### src/flpe_consts.svh
// Purpose: Constants for the serial flash program and erase sequencer.
// Assumes: Included by bare name; definitions only.
// Notes: Opcodes, counts and reset values live here; types live in the package.
`ifndef FLPE_CONSTS_SVH
`define FLPE_CONSTS_SVH

// ----------------------------------------------------------------------
// Command opcodes
// ----------------------------------------------------------------------
`define FLPE_OP_WRITE_ENABLE_CMD_CMD 8'h06
`define FLPE_OP_PP 8'h02
`define FLPE_OP_PP_W 8'h12
`define FLPE_OP_PPQ 8'h32
`define FLPE_OP_PPQ_W 8'h34
`define FLPE_OP_QUAD_ADDR_DATA_PAGE_WRITE_CMD 8'h38
`define FLPE_OP_QUAD_ADDR_DATA_PAGE_WRITE_CMD_W 8'h3E
`define FLPE_OP_SE_A 8'hD7
`define FLPE_OP_SE_B 8'h20
`define FLPE_OP_SE_W 8'h21
`define FLPE_OP_BE32 8'h52
`define FLPE_OP_BE32_W 8'h5C
`define FLPE_OP_BEBIG 8'hD8
`define FLPE_OP_BEBIG_W 8'hDC

// ----------------------------------------------------------------------
// Geometry, counts and reset values
// ----------------------------------------------------------------------
`define FLPE_SECTOR_SHIFT 12
`define FLPE_BLK32_SHIFT 15
`define FLPE_BP_BLOCK_SHIFT 16
`define FLPE_ADDR_BYTES_NARROW 3'h3
`define FLPE_ADDR_BYTES_WIDE 3'h4
`define FLPE_BITS_PER_BYTE 4'h8
`define FLPE_SYNC_RST 1'b1
`define FLPE_PROG_WAIT_CYC 5000
`define FLPE_SECT_WAIT_CYC 10000
`define FLPE_BLK_WAIT_CYC 20000

`endif

### src/flpe_pkg.sv
// Purpose: Types shared by the flash program and erase sequencer.
// Assumes: Constants come from flpe_consts.svh.
// Notes: Enumerations only.
package flpe_pkg;

  // Link decoder phases while chip select is low.
  typedef enum {
    LNK_OPC,
    LNK_ADDR,
    LNK_DATA,
    LNK_SKIP
  } flpe_link_st_t;

  // Internal operation engine states.
  typedef enum {
    ENG_IDLE,
    ENG_SCAN,
    ENG_READ,
    ENG_LAT,
    ENG_WRITE,
    ENG_ERASE,
    ENG_WAIT
  } flpe_eng_st_t;

  // Decoded command kind.
  typedef enum logic [1:0] {
    CMD_NONE,
    CMD_WRITE_ENABLE_CMD,
    CMD_PROG,
    CMD_ERASE
  } flpe_cmd_t;

  // Erase granularity presented to the array.
  typedef enum logic [1:0] {
    ERS_SECTOR,
    ERS_BLK32,
    ERS_BLKBIG
  } flpe_ers_t;

endpackage

### src/flpe_seq.sv
// Purpose: Serial flash command decoder for page program, sector and block erase.
// Assumes: Host drives chip select, clock (mode 0) and IO lines slower than mclk_i/8.
// Notes: The array sits outside; this block reads old bytes and writes merged ones.
`timescale 1ns/1ps
`default_nettype none
`include "flpe_consts.svh"

// Operation
// - Opcode 02h uses 3 or 4 address bytes per setting; 12h always 4.
// - Opcode 32h quad data, 3 or 4 address bytes; 34h always 4.
// - Opcode 38h quad address and data, 3 or 4 bytes; 3Eh always 4.
// - Page program into a protected page is ignored.
// - Program starts at chip select rise; improper release cancels it.
// - Busy flag reads 1 during programming and 0 after.
// - Extra bytes wrap in the page; only the last page worth is kept.
// - Program may start at any offset and wraps to the page start.
// - Page bytes not sent keep their previous contents.
// - Programming only clears bits; ones come back only by erase.
// - Quad input program takes data on all four IO lines.
// - Quad IO program takes address and data on all four lines.
// - Erase sets every bit of the addressed sector or block to one.
// - Sectors are 4 KB; blocks are 32 KB or the larger block size.
// - Sector erase D7h or 20h uses 3 or 4 bytes; 21h always 4.
// - Sector erase needs the latch; latch clears when erase finishes.
// - Chip select stays low through the erase command; erase starts at its rise.
// - Busy flag reads 1 during erase and 0 after.
// - Block erase 52h 32 KB, D8h larger; 5Ch and DCh always 4 bytes.
// - Block erase needs latch and proper release; latch clears at the end.
// - Opcode 06h sets the write enable latch.
module flpe_seq #(
  parameter int ADDR_W = 26,
  parameter int PAGE_BYTES = 256,
  parameter int BLOCK_KB = 64,
  parameter int PROG_WAIT_CYC = `FLPE_PROG_WAIT_CYC,
  parameter int SECT_WAIT_CYC = `FLPE_SECT_WAIT_CYC,
  parameter int BLK_WAIT_CYC = `FLPE_BLK_WAIT_CYC
) (
  input wire logic mclk_i,
  input wire logic rst_i,
  input wire logic cs_n_i,
  input wire logic sck_i,
  input wire logic [3:0] io_i,
  input wire logic extended_addressing_setting_i,
  input wire logic quad_enable_bit_i,
  input wire logic [3:0] block_protect_bits_i,
  input wire logic asp_locked_i,
  input wire logic [7:0] arr_rdata_i,
  output logic busy_flag_o,
  output logic write_enable_latch_o,
  output logic [ADDR_W-1:0] tgt_addr_o,
  output logic arr_re_o,
  output logic arr_we_o,
  output logic arr_erase_o,
  output flpe_pkg::flpe_ers_t arr_erase_kind_o,
  output logic [ADDR_W-1:0] arr_addr_o,
  output logic [7:0] arr_wdata_o
);
  import flpe_pkg::*;

  localparam int IDX_W = $clog2(PAGE_BYTES);
  localparam int BIG_SHIFT = $clog2(BLOCK_KB * 1024);
  localparam int unsigned NBLK = 1 << (ADDR_W - `FLPE_BP_BLOCK_SHIFT);
  localparam int CNT_W = 32;

  // ----------------------------------------------------------------------
  // Pin synchronisers
  // ----------------------------------------------------------------------
  logic [5:0] pin_raw;
  logic [5:0] s1;
  logic [5:0] s2;
  logic [5:0] s3;
  logic [5:0] filt;
  logic [5:0] filt_d;

  assign pin_raw = {cs_n_i, sck_i, io_i};

  // Each pin passes three flops and changes once the last two agree.
  genvar g;
  for (g = 0; g < 6; g++) begin : g_sync
    always_ff @(posedge mclk_i or posedge rst_i) begin
      if (rst_i) begin
        s1[g] <= `FLPE_SYNC_RST;
        s2[g] <= `FLPE_SYNC_RST;
        s3[g] <= `FLPE_SYNC_RST;
        filt[g] <= `FLPE_SYNC_RST;
        filt_d[g] <= `FLPE_SYNC_RST;
      end else begin
        s1[g] <= pin_raw[g];
        s2[g] <= s1[g];
        s3[g] <= s2[g];
        if (s2[g] == s3[g]) begin
          filt[g] <= s3[g];
        end
        filt_d[g] <= filt[g];
      end
    end
  end

  logic cs_low;
  logic cs_fall;
  logic cs_rise;
  logic sck_rise;
  logic [3:0] io_s;

  assign cs_low = ~filt[5];
  assign cs_fall = filt_d[5] & ~filt[5];
  assign cs_rise = ~filt_d[5] & filt[5];
  assign sck_rise = cs_low & ~filt_d[4] & filt[4];
  assign io_s = filt[3:0];

  // ----------------------------------------------------------------------
  // Link decoder
  // ----------------------------------------------------------------------
  flpe_link_st_t lst;
  flpe_cmd_t cmd;
  flpe_ers_t ers_kind;
  flpe_eng_st_t eng;
  logic [7:0] sreg;
  logic [3:0] bitcnt;
  logic [2:0] abytes;
  logic [2:0] aneed;
  logic qaddr;
  logic qdata;
  logic got_data;
  logic [ADDR_W-1:0] addr;
  logic [IDX_W-1:0] widx;
  logic [7:0] page_buf [PAGE_BYTES];
  logic [PAGE_BYTES-1:0] vld;
  logic start_prog;
  logic start_ers;
  logic write_enable_cmd_pulse;
  logic done_pulse;

  logic quad_now;
  logic [7:0] next_sreg;
  logic [3:0] next_bitcnt;
  logic byte_done;
  logic [31:0] prot_cnt;
  logic [31:0] blk_idx;
  logic bp_hit;
  logic proper;

  // Shift one bit on IO0 or a nibble on IO3..IO0 per clock rise.
  always_comb begin
    quad_now = (lst == LNK_ADDR && qaddr) || (lst == LNK_DATA && qdata);
    next_sreg = quad_now ? {sreg[3:0], io_s} : {sreg[6:0], io_s[0]};
    next_bitcnt = bitcnt + (quad_now ? 4'h4 : 4'h1);
    byte_done = (next_bitcnt == `FLPE_BITS_PER_BYTE);
  end

  // Block protection covers a top share of 64 KB blocks, doubling per step.
  always_comb begin
    prot_cnt = 32'h1 << (block_protect_bits_i - 4'h1);
    blk_idx = 32'(addr >> `FLPE_BP_BLOCK_SHIFT);
    bp_hit = (block_protect_bits_i != 4'h0) &&
             (prot_cnt >= NBLK || blk_idx >= NBLK - prot_cnt);
    proper = (bitcnt == 4'h0) && (lst == LNK_DATA);
  end

  // Opcode, address and data collection while chip select is low.
  always_ff @(posedge mclk_i or posedge rst_i) begin
    if (rst_i) begin
      lst <= LNK_SKIP;
      cmd <= CMD_NONE;
      ers_kind <= ERS_SECTOR;
      sreg <= 8'h00;
      bitcnt <= 4'h0;
      abytes <= 3'h0;
      aneed <= `FLPE_ADDR_BYTES_NARROW;
      qaddr <= 1'b0;
      qdata <= 1'b0;
      got_data <= 1'b0;
      addr <= '0;
      widx <= '0;
      vld <= '0;
      start_prog <= 1'b0;
      start_ers <= 1'b0;
      write_enable_cmd_pulse <= 1'b0;
    end else begin
      start_prog <= 1'b0;
      start_ers <= 1'b0;
      write_enable_cmd_pulse <= 1'b0;
      if (cs_fall) begin
        lst <= LNK_OPC;
        cmd <= CMD_NONE;
        bitcnt <= 4'h0;
        abytes <= 3'h0;
        qaddr <= 1'b0;
        qdata <= 1'b0;
        got_data <= 1'b0;
      end else if (cs_rise) begin
        lst <= LNK_SKIP;
        if (cmd == CMD_WRITE_ENABLE_CMD && bitcnt == 4'h0 && eng == ENG_IDLE) begin
          write_enable_cmd_pulse <= 1'b1;
        end
        if (cmd == CMD_PROG && proper && got_data && write_enable_latch_o &&
            !bp_hit && !asp_locked_i && eng == ENG_IDLE) begin
          start_prog <= 1'b1;
        end
        if (cmd == CMD_ERASE && proper && !got_data && write_enable_latch_o &&
            !bp_hit && !asp_locked_i && eng == ENG_IDLE) begin
          start_ers <= 1'b1;
        end
      end else if (sck_rise && lst != LNK_SKIP) begin
        sreg <= next_sreg;
        bitcnt <= byte_done ? 4'h0 : next_bitcnt;
        if (byte_done) begin
          case (lst)
            LNK_OPC: begin
              lst <= LNK_ADDR;
              aneed <= extended_addressing_setting_i ? `FLPE_ADDR_BYTES_WIDE :
                       `FLPE_ADDR_BYTES_NARROW;
              cmd <= CMD_PROG;
              vld <= '0;
              case (next_sreg)
                `FLPE_OP_WRITE_ENABLE_CMD_CMD: begin
                  cmd <= CMD_WRITE_ENABLE_CMD;
                  lst <= LNK_SKIP;
                end
                `FLPE_OP_PP: begin
                end
                `FLPE_OP_PP_W: begin
                  aneed <= `FLPE_ADDR_BYTES_WIDE;
                end
                `FLPE_OP_PPQ, `FLPE_OP_PPQ_W: begin
                  qdata <= 1'b1;
                  if (next_sreg == `FLPE_OP_PPQ_W) begin
                    aneed <= `FLPE_ADDR_BYTES_WIDE;
                  end
                end
                `FLPE_OP_QUAD_ADDR_DATA_PAGE_WRITE_CMD, `FLPE_OP_QUAD_ADDR_DATA_PAGE_WRITE_CMD_W: begin
                  qdata <= 1'b1;
                  qaddr <= 1'b1;
                  if (next_sreg == `FLPE_OP_QUAD_ADDR_DATA_PAGE_WRITE_CMD_W) begin
                    aneed <= `FLPE_ADDR_BYTES_WIDE;
                  end
                end
                `FLPE_OP_SE_A, `FLPE_OP_SE_B, `FLPE_OP_SE_W: begin
                  cmd <= CMD_ERASE;
                  ers_kind <= ERS_SECTOR;
                  if (next_sreg == `FLPE_OP_SE_W) begin
                    aneed <= `FLPE_ADDR_BYTES_WIDE;
                  end
                end
                `FLPE_OP_BE32, `FLPE_OP_BE32_W: begin
                  cmd <= CMD_ERASE;
                  ers_kind <= ERS_BLK32;
                  if (next_sreg == `FLPE_OP_BE32_W) begin
                    aneed <= `FLPE_ADDR_BYTES_WIDE;
                  end
                end
                `FLPE_OP_BEBIG, `FLPE_OP_BEBIG_W: begin
                  cmd <= CMD_ERASE;
                  ers_kind <= ERS_BLKBIG;
                  if (next_sreg == `FLPE_OP_BEBIG_W) begin
                    aneed <= `FLPE_ADDR_BYTES_WIDE;
                  end
                end
                default: begin
                  cmd <= CMD_NONE;
                  lst <= LNK_SKIP;
                end
              endcase
              if (eng != ENG_IDLE || (!quad_enable_bit_i &&
                  (next_sreg == `FLPE_OP_PPQ || next_sreg == `FLPE_OP_PPQ_W ||
                   next_sreg == `FLPE_OP_QUAD_ADDR_DATA_PAGE_WRITE_CMD || next_sreg == `FLPE_OP_QUAD_ADDR_DATA_PAGE_WRITE_CMD_W))) begin
                cmd <= CMD_NONE;
                lst <= LNK_SKIP;
              end
            end
            LNK_ADDR: begin
              addr <= ADDR_W'({32'(addr), next_sreg});
              abytes <= abytes + 3'h1;
              if (abytes + 3'h1 == aneed) begin
                lst <= LNK_DATA;
                widx <= next_sreg[IDX_W-1:0];
                if (aneed == `FLPE_ADDR_BYTES_NARROW) begin
                  addr <= ADDR_W'({addr[15:0], next_sreg});
                end
              end
            end
            default: begin
              got_data <= 1'b1;
              if (cmd == CMD_PROG) begin
                vld[widx] <= 1'b1;
                widx <= widx + 1'b1;
              end
            end
          endcase
        end
      end
    end
  end

  // Page buffer storage; no reset needed since valid bits guard it.
  always_ff @(posedge mclk_i) begin
    if (sck_rise && !cs_fall && !cs_rise && lst == LNK_DATA && byte_done &&
        cmd == CMD_PROG) begin
      page_buf[widx] <= next_sreg;
    end
  end

  // ----------------------------------------------------------------------
  // Internal operation engine
  // ----------------------------------------------------------------------
  logic [IDX_W-1:0] ridx;
  logic [CNT_W-1:0] wait_cnt;
  logic [ADDR_W-1:0] ers_mask;

  always_comb begin
    case (ers_kind)
      ERS_SECTOR: ers_mask = ADDR_W'((64'h1 << `FLPE_SECTOR_SHIFT) - 64'h1);
      ERS_BLK32: ers_mask = ADDR_W'((64'h1 << `FLPE_BLK32_SHIFT) - 64'h1);
      default: ers_mask = ADDR_W'((64'h1 << BIG_SHIFT) - 64'h1);
    endcase
  end

  // Walks the page merging old and new bytes, or issues one erase.
  always_ff @(posedge mclk_i or posedge rst_i) begin
    if (rst_i) begin
      eng <= ENG_IDLE;
      ridx <= '0;
      wait_cnt <= '0;
      done_pulse <= 1'b0;
      busy_flag_o <= 1'b0;
      arr_re_o <= 1'b0;
      arr_we_o <= 1'b0;
      arr_erase_o <= 1'b0;
      arr_erase_kind_o <= ERS_SECTOR;
      arr_addr_o <= '0;
      arr_wdata_o <= 8'h00;
    end else begin
      done_pulse <= 1'b0;
      arr_re_o <= 1'b0;
      arr_we_o <= 1'b0;
      arr_erase_o <= 1'b0;
      case (eng)
        ENG_IDLE: begin
          ridx <= '0;
          if (start_prog) begin
            eng <= ENG_SCAN;
            busy_flag_o <= 1'b1;
          end else if (start_ers) begin
            eng <= ENG_ERASE;
            busy_flag_o <= 1'b1;
          end
        end
        ENG_SCAN: begin
          if (vld[ridx]) begin
            eng <= ENG_READ;
            arr_re_o <= 1'b1;
            arr_addr_o <= {addr[ADDR_W-1:IDX_W], ridx};
          end else if (ridx == IDX_W'(PAGE_BYTES - 1)) begin
            eng <= ENG_WAIT;
            wait_cnt <= CNT_W'(PROG_WAIT_CYC);
          end else begin
            ridx <= ridx + 1'b1;
          end
        end
        ENG_READ: begin
          eng <= ENG_LAT;
        end
        ENG_LAT: begin
          eng <= ENG_WRITE;
          arr_we_o <= 1'b1;
          arr_wdata_o <= arr_rdata_i & page_buf[ridx];
        end
        ENG_WRITE: begin
          if (ridx == IDX_W'(PAGE_BYTES - 1)) begin
            eng <= ENG_WAIT;
            wait_cnt <= CNT_W'(PROG_WAIT_CYC);
          end else begin
            eng <= ENG_SCAN;
            ridx <= ridx + 1'b1;
          end
        end
        ENG_ERASE: begin
          arr_erase_o <= 1'b1;
          arr_erase_kind_o <= ers_kind;
          arr_addr_o <= addr & ~ers_mask;
          eng <= ENG_WAIT;
          wait_cnt <= (ers_kind == ERS_SECTOR) ? CNT_W'(SECT_WAIT_CYC) :
                      CNT_W'(BLK_WAIT_CYC);
        end
        default: begin
          if (wait_cnt <= CNT_W'(1)) begin
            eng <= ENG_IDLE;
            busy_flag_o <= 1'b0;
            done_pulse <= 1'b1;
          end else begin
            wait_cnt <= wait_cnt - CNT_W'(1);
          end
        end
      endcase
    end
  end

  // ----------------------------------------------------------------------
  // Write enable latch and target address
  // ----------------------------------------------------------------------
  // Latch clears at completion
  always_ff @(posedge mclk_i or posedge rst_i) begin
    if (rst_i) begin
      write_enable_latch_o <= 1'b0;
    end else if (write_enable_cmd_pulse) begin
      write_enable_latch_o <= 1'b1;
    end else if (done_pulse) begin
      write_enable_latch_o <= 1'b0;
    end
  end

  // Address presented to the sector protection lookup.
  always_ff @(posedge mclk_i or posedge rst_i) begin
    if (rst_i) begin
      tgt_addr_o <= '0;
    end else begin
      tgt_addr_o <= addr;
    end
  end

endmodule
`default_nettype wire

### config.mk
export PLATFORM = sky130hd
export DESIGN_NAME = flpe_seq
export DESIGN_NICKNAME = d
export VERILOG_FILES = /design/src/flpe_pkg.sv /design/src/flpe_seq.sv
export VERILOG_INCLUDE_DIRS = /design/src
export SDC_FILE = /design/constraint.sdc
export NUM_CORES = 2
export LEC_CHECK = 0
export ABC_AREA = 1
export ABC_CLOCK_PERIOD_IN_PS = 14300
export BUFFER_PORTS_ARGS = -buffer_cell sky130_fd_sc_hd__buf_2
export CORE_ASPECT_RATIO = 0.9
export CORE_MARGIN = 2
export CORE_UTILIZATION = 40
export CTS_BUF_LIST = sky130_fd_sc_hd__clkbuf_8
export DETAILED_ROUTE_END_ITERATION = 7
export GPL_ROUTABILITY_DRIVEN = 0
export PLACE_DENSITY_LB_ADDON = 0.25
export SYNTH_ARGS = -nofsm -noshare
export SYNTH_HDL_FRONTEND = slang
export SYNTH_SLANG_ARGS = --single-unit
### constraint.sdc
create_clock -name mclk_i -period 14.3 [get_ports mclk_i]
set_input_delay 0.715 -clock mclk_i [delete_from_list [all_inputs] [get_ports mclk_i]]
set_output_delay 0.715 -clock mclk_i [all_outputs]
set_load 0.01 [all_outputs]
==> run summary <==
The worst register-to-register path begins at ridx[0]. The tools report the total setup buffers inserted after CTS as 0. The count of buffers added on input and output ports is 89. The logs give 177 for the number of core rows and 257 for the maximum number of pins on one net before global-route repair.

STA puts the critical path data required time at 15.21 ns. The run finished with clean final reports. The worst register-to-register path has a setup slack of 8.48 ns. The number of pins exceeding their max-slew limit in the final report was 0; the data arrival time at the worst-slack endpoint was 6.73 ns. The area overhead of the layout relative to synthesis is 11.7%. Setup repair after global routing left no endpoint under its margin. edfxtp_1 is the most common cell in the netlist. The startpoint identified for the worst hold timing path is extended_addressing_setting_i. Along the worst path, the maximum fanout reaches 194. The time the final worst path needs with I/O delays and setup is 5.82 ns, and the count of endpoints failing hold in the final timing report is 0. The worst pin sits at a relative slew slack of 4.28%.

The source-to-sink clock delay at the later pin of the worst-skew pair is 1.03 ns, and the depth of the CTS H-tree is 5. For this design, the sink count on the clock tree is 2503. In this run, CTS created clock tree buffers numbering 410. In this run the deepest clock path goes through 4 buffers. Clock skew on the completed layout was measured at 0.0820 ns. Count of different cell masters after synthesis: 55. Sum of negative setup slack: 0 ns. edfxtp_1 takes more of the synthesized area than any other cell. Measured on the finished design, the core utilization comes to 44.9%.

The die span in y is 487 microns, and the layout cell share with drive strength beyond 1 is 11.4%. After clock tree synthesis, the clock-pin slew on the worst setup and hold paths is 0.06 ns. The net total in the final layout is 9169.

The synthesized design contains 2048 enable-type register cells. The synthesized area was 104000 sq um; the number of instances resized during post-cts repair was 0. In this run, post-CTS hold repair placed 8 buffers. Across the run, the number of max-cap violations was 0. Dividing the detail-routed wire length by the instance count gives 24.8 microns.

By area the synthesized netlist is led by edfxtp_1 (59%), dfrtp_1 (10%), o21ai_0 (5.4%). A synthesized cell averages 11.6 sq um. The number of remaining DRC errors was 0; the total global routing overflow was 0. The via density per instance works out to 5.75. The most frequently used flop master after synthesis is edfxtp_1. Detailed placement ended at an HPWL of 174000 microns.

The run gives 319000 microns as the total length of routed wires. Summed over its instances, the top area cell type makes up 59.3% of the synthesized netlist area. The startpoint-to-endpoint class of the critical path is register to register. The path with the worst hold slack has its endpoint at aneed[1]. In the synthesized netlist, the cells that appear most often are edfxtp_1 (2048), nor2_1 (1342), o21ai_0 (1128), nand2_1 (821), nand3_1 (657). The synthesized design contains 2503 register bits. For the worst flop-to-flop path, the logic depth is 14. TritonCTS built the clock tree. The die covers 264000 sq um.

The first routing iteration left 9213 violations. The number of placed I/O pins is 90, and the total area of sequential cells is 72900 sq um. The die span in x came out at 541 microns. Detailed routing placed a total of 29600 microns of wire on met3. Static timing analysis puts the maximum clock frequency at 172 MHz. The cell sitting at the root of the clock tree is a clkbuf_8.

The multi-input gate area in the final layout is 26500 sq um, and the total iterations of the first detailed-routing run is 6. The number of global-route vias before repair was 70300. In the detailed route, the total length drawn on met2 is 143000 microns. Along the worst hold path, the cell count comes to 4.

The instance count of the mapped netlist was 8954. In this run the standard cell core region covers 258000 sq um. The share of the clock period used by the worst path after layout was 40.7%. Once the floorplan was initialized, standard cells occupied 40.2% of the core.

For the number of fillers in the final layout, the log shows 23500. The endpoint of the worst register-to-register path was arr_wdata_o[3]. The detail route stage leaves a number of antenna-violating nets equal to 0. The routed layout has 73800 vias. For this design the ratio of total power to cell area is 163 nW/um^2.

In this run the static leakage power is 41.1 nW. The tools report the launching element type of the critical path as a register. The worst-case IR drop observed on VDD is 0.132 mV. In the synthesized netlist the async set-or-reset flop fraction comes to 18.2%. The run gives 9002 as the synthesized net count. Worst hold-check path type: input port to register. The highest routed metal layer was met5.

The worst setup path is captured at a register. The run gives 0 as the number of warnings reported in the yosys synthesis log. The logs give 135000 microns for the routed length on met1 and 469000 microns for the first-pass GRT wire length. The run gives 70.3% as the proportion of synthesized chip area in sequential cells. Setup violations remaining at the end of the flow were counted as 0.

The run gives 13 as the number of antenna violations at the first check in global routing. Global routing used 23.6% of the available tracks. The actual slew at the worst max-slew pin came out at 1.44 ns.
sequential cells by signal, summed over array words and instances (netlist names), 6 cells and up:
signal	count
addr	26
arr_addr_o	26
arr_wdata_o	8
filt	6
page_buf	2048
ridx	8
s1	6
s2	6
s3	6
sreg	7
tgt_addr_o	26
vld	256
wait_cnt	32
widx	8
per-stage QoR:
step	cells	power, mW	instance area [sq um]	worst slack [ns]	hold WS [ns]
final	12800	18.9	116000	8.48	0.122
after global placement	12100	13.1	108000	8.85	0.346
after floorplan	8954	11.7	104000	0.949	0.345
after global routing	12800	19.7	116000	8.24	0.111
after CTS	12800	19.0	116000	8.65	0.0213
after detailed placement	12100	13.1	108000	8.74	0.348
cell families after synthesis:
| family | share of synthesized area [%] |
|---|---|
| flip-flops | 70.3 |
| AO/OA/AOI/OAI | 11.9 |
| adder cells (fa/ha/maj) | 0.359 |
| buffers and inverters | 4.37 |
| XOR/XNOR | 0.329 |
| AND/OR/NAND/NOR | 12.8 |
where the power goes:
part	switching, mW	internal [mW]	total [mW]
Combinational	3.29	0.923	4.22
Clock	2.89	3.01	5.89
Sequential	0.118	8.71	8.83
routing by layer:
metal | vias up | global-route usage [%]
met5 | - | 0
met4 | 4 | 8.63
met3 | 570 | 4.45
met2 | 3653 | 35.9
met1 | 36900 | 33.6
li1 | 32700 | -
worst max-delay path by stage:
stage	cells after the start	to	startpoint	slack, ns
2_1_floorplan	1	abytes[0]	rst_i	0.95
3_3_place_gp	14	arr_wdata_o[2]	ridx[0]	8.85
3_5_place_dp	14	arr_wdata_o[3]	ridx[0]	8.74
4_1_cts	14	arr_wdata_o[3]	ridx[0]	8.65
5_1_grt	14	arr_wdata_o[3]	ridx[0]	8.24
6_report	14	arr_wdata_o[3]	ridx[0]	8.48
critical path: stages, from the launching register on:
cell	delay (ns)
dfrtp_4	0.69
buf_4	0.55
buf_4	0.71
buf_12	0.66
buf_4	0.91
o21ai_0	0.30
o22ai_1	0.26
o211ai_1	0.19
nand3_1	0.14
nand3_1	0.20
nand3_1	0.17
nand3_1	0.33
nand2_1	0.22
nand2_1	0.08
nand2_1	0.08
final cells by class:
cell class | instances | share of cell area [%]
Timing Repair Buffer | 419 | 2.70
Antenna cell | 4 | 0.00864
Sequential cell | 2503 | 62.9
Multi-Input combinational cell | 5404 | 22.8
Clock buffer | 432 | 5.13
Clock inverter | 291 | 1.38
Inverter | 383 | 1.32
Tap cell | 3401 | 3.67
cell usage in the layout, fill, tap and decap left out, types with 153 or more instances in the layout:
cell type / Yosys / final
nor2_1: 1342 / 1324
nand2_1: 821 / 821
o22ai_1: 305 / 305
nand3_1: 657 / 657
clkbuf_8: 0 / 432
o21ai_0: 1128 / 1128
inv_1: 365 / 478
o211ai_1: 153 / 153
nor3_1: 274 / 259
a21oi_1: 331 / 331
buf_4: 48 / 305
dfrtp_1: 426 / 422
edfxtp_1: 2048 / 2048
(Power assumes the default switching activity.)
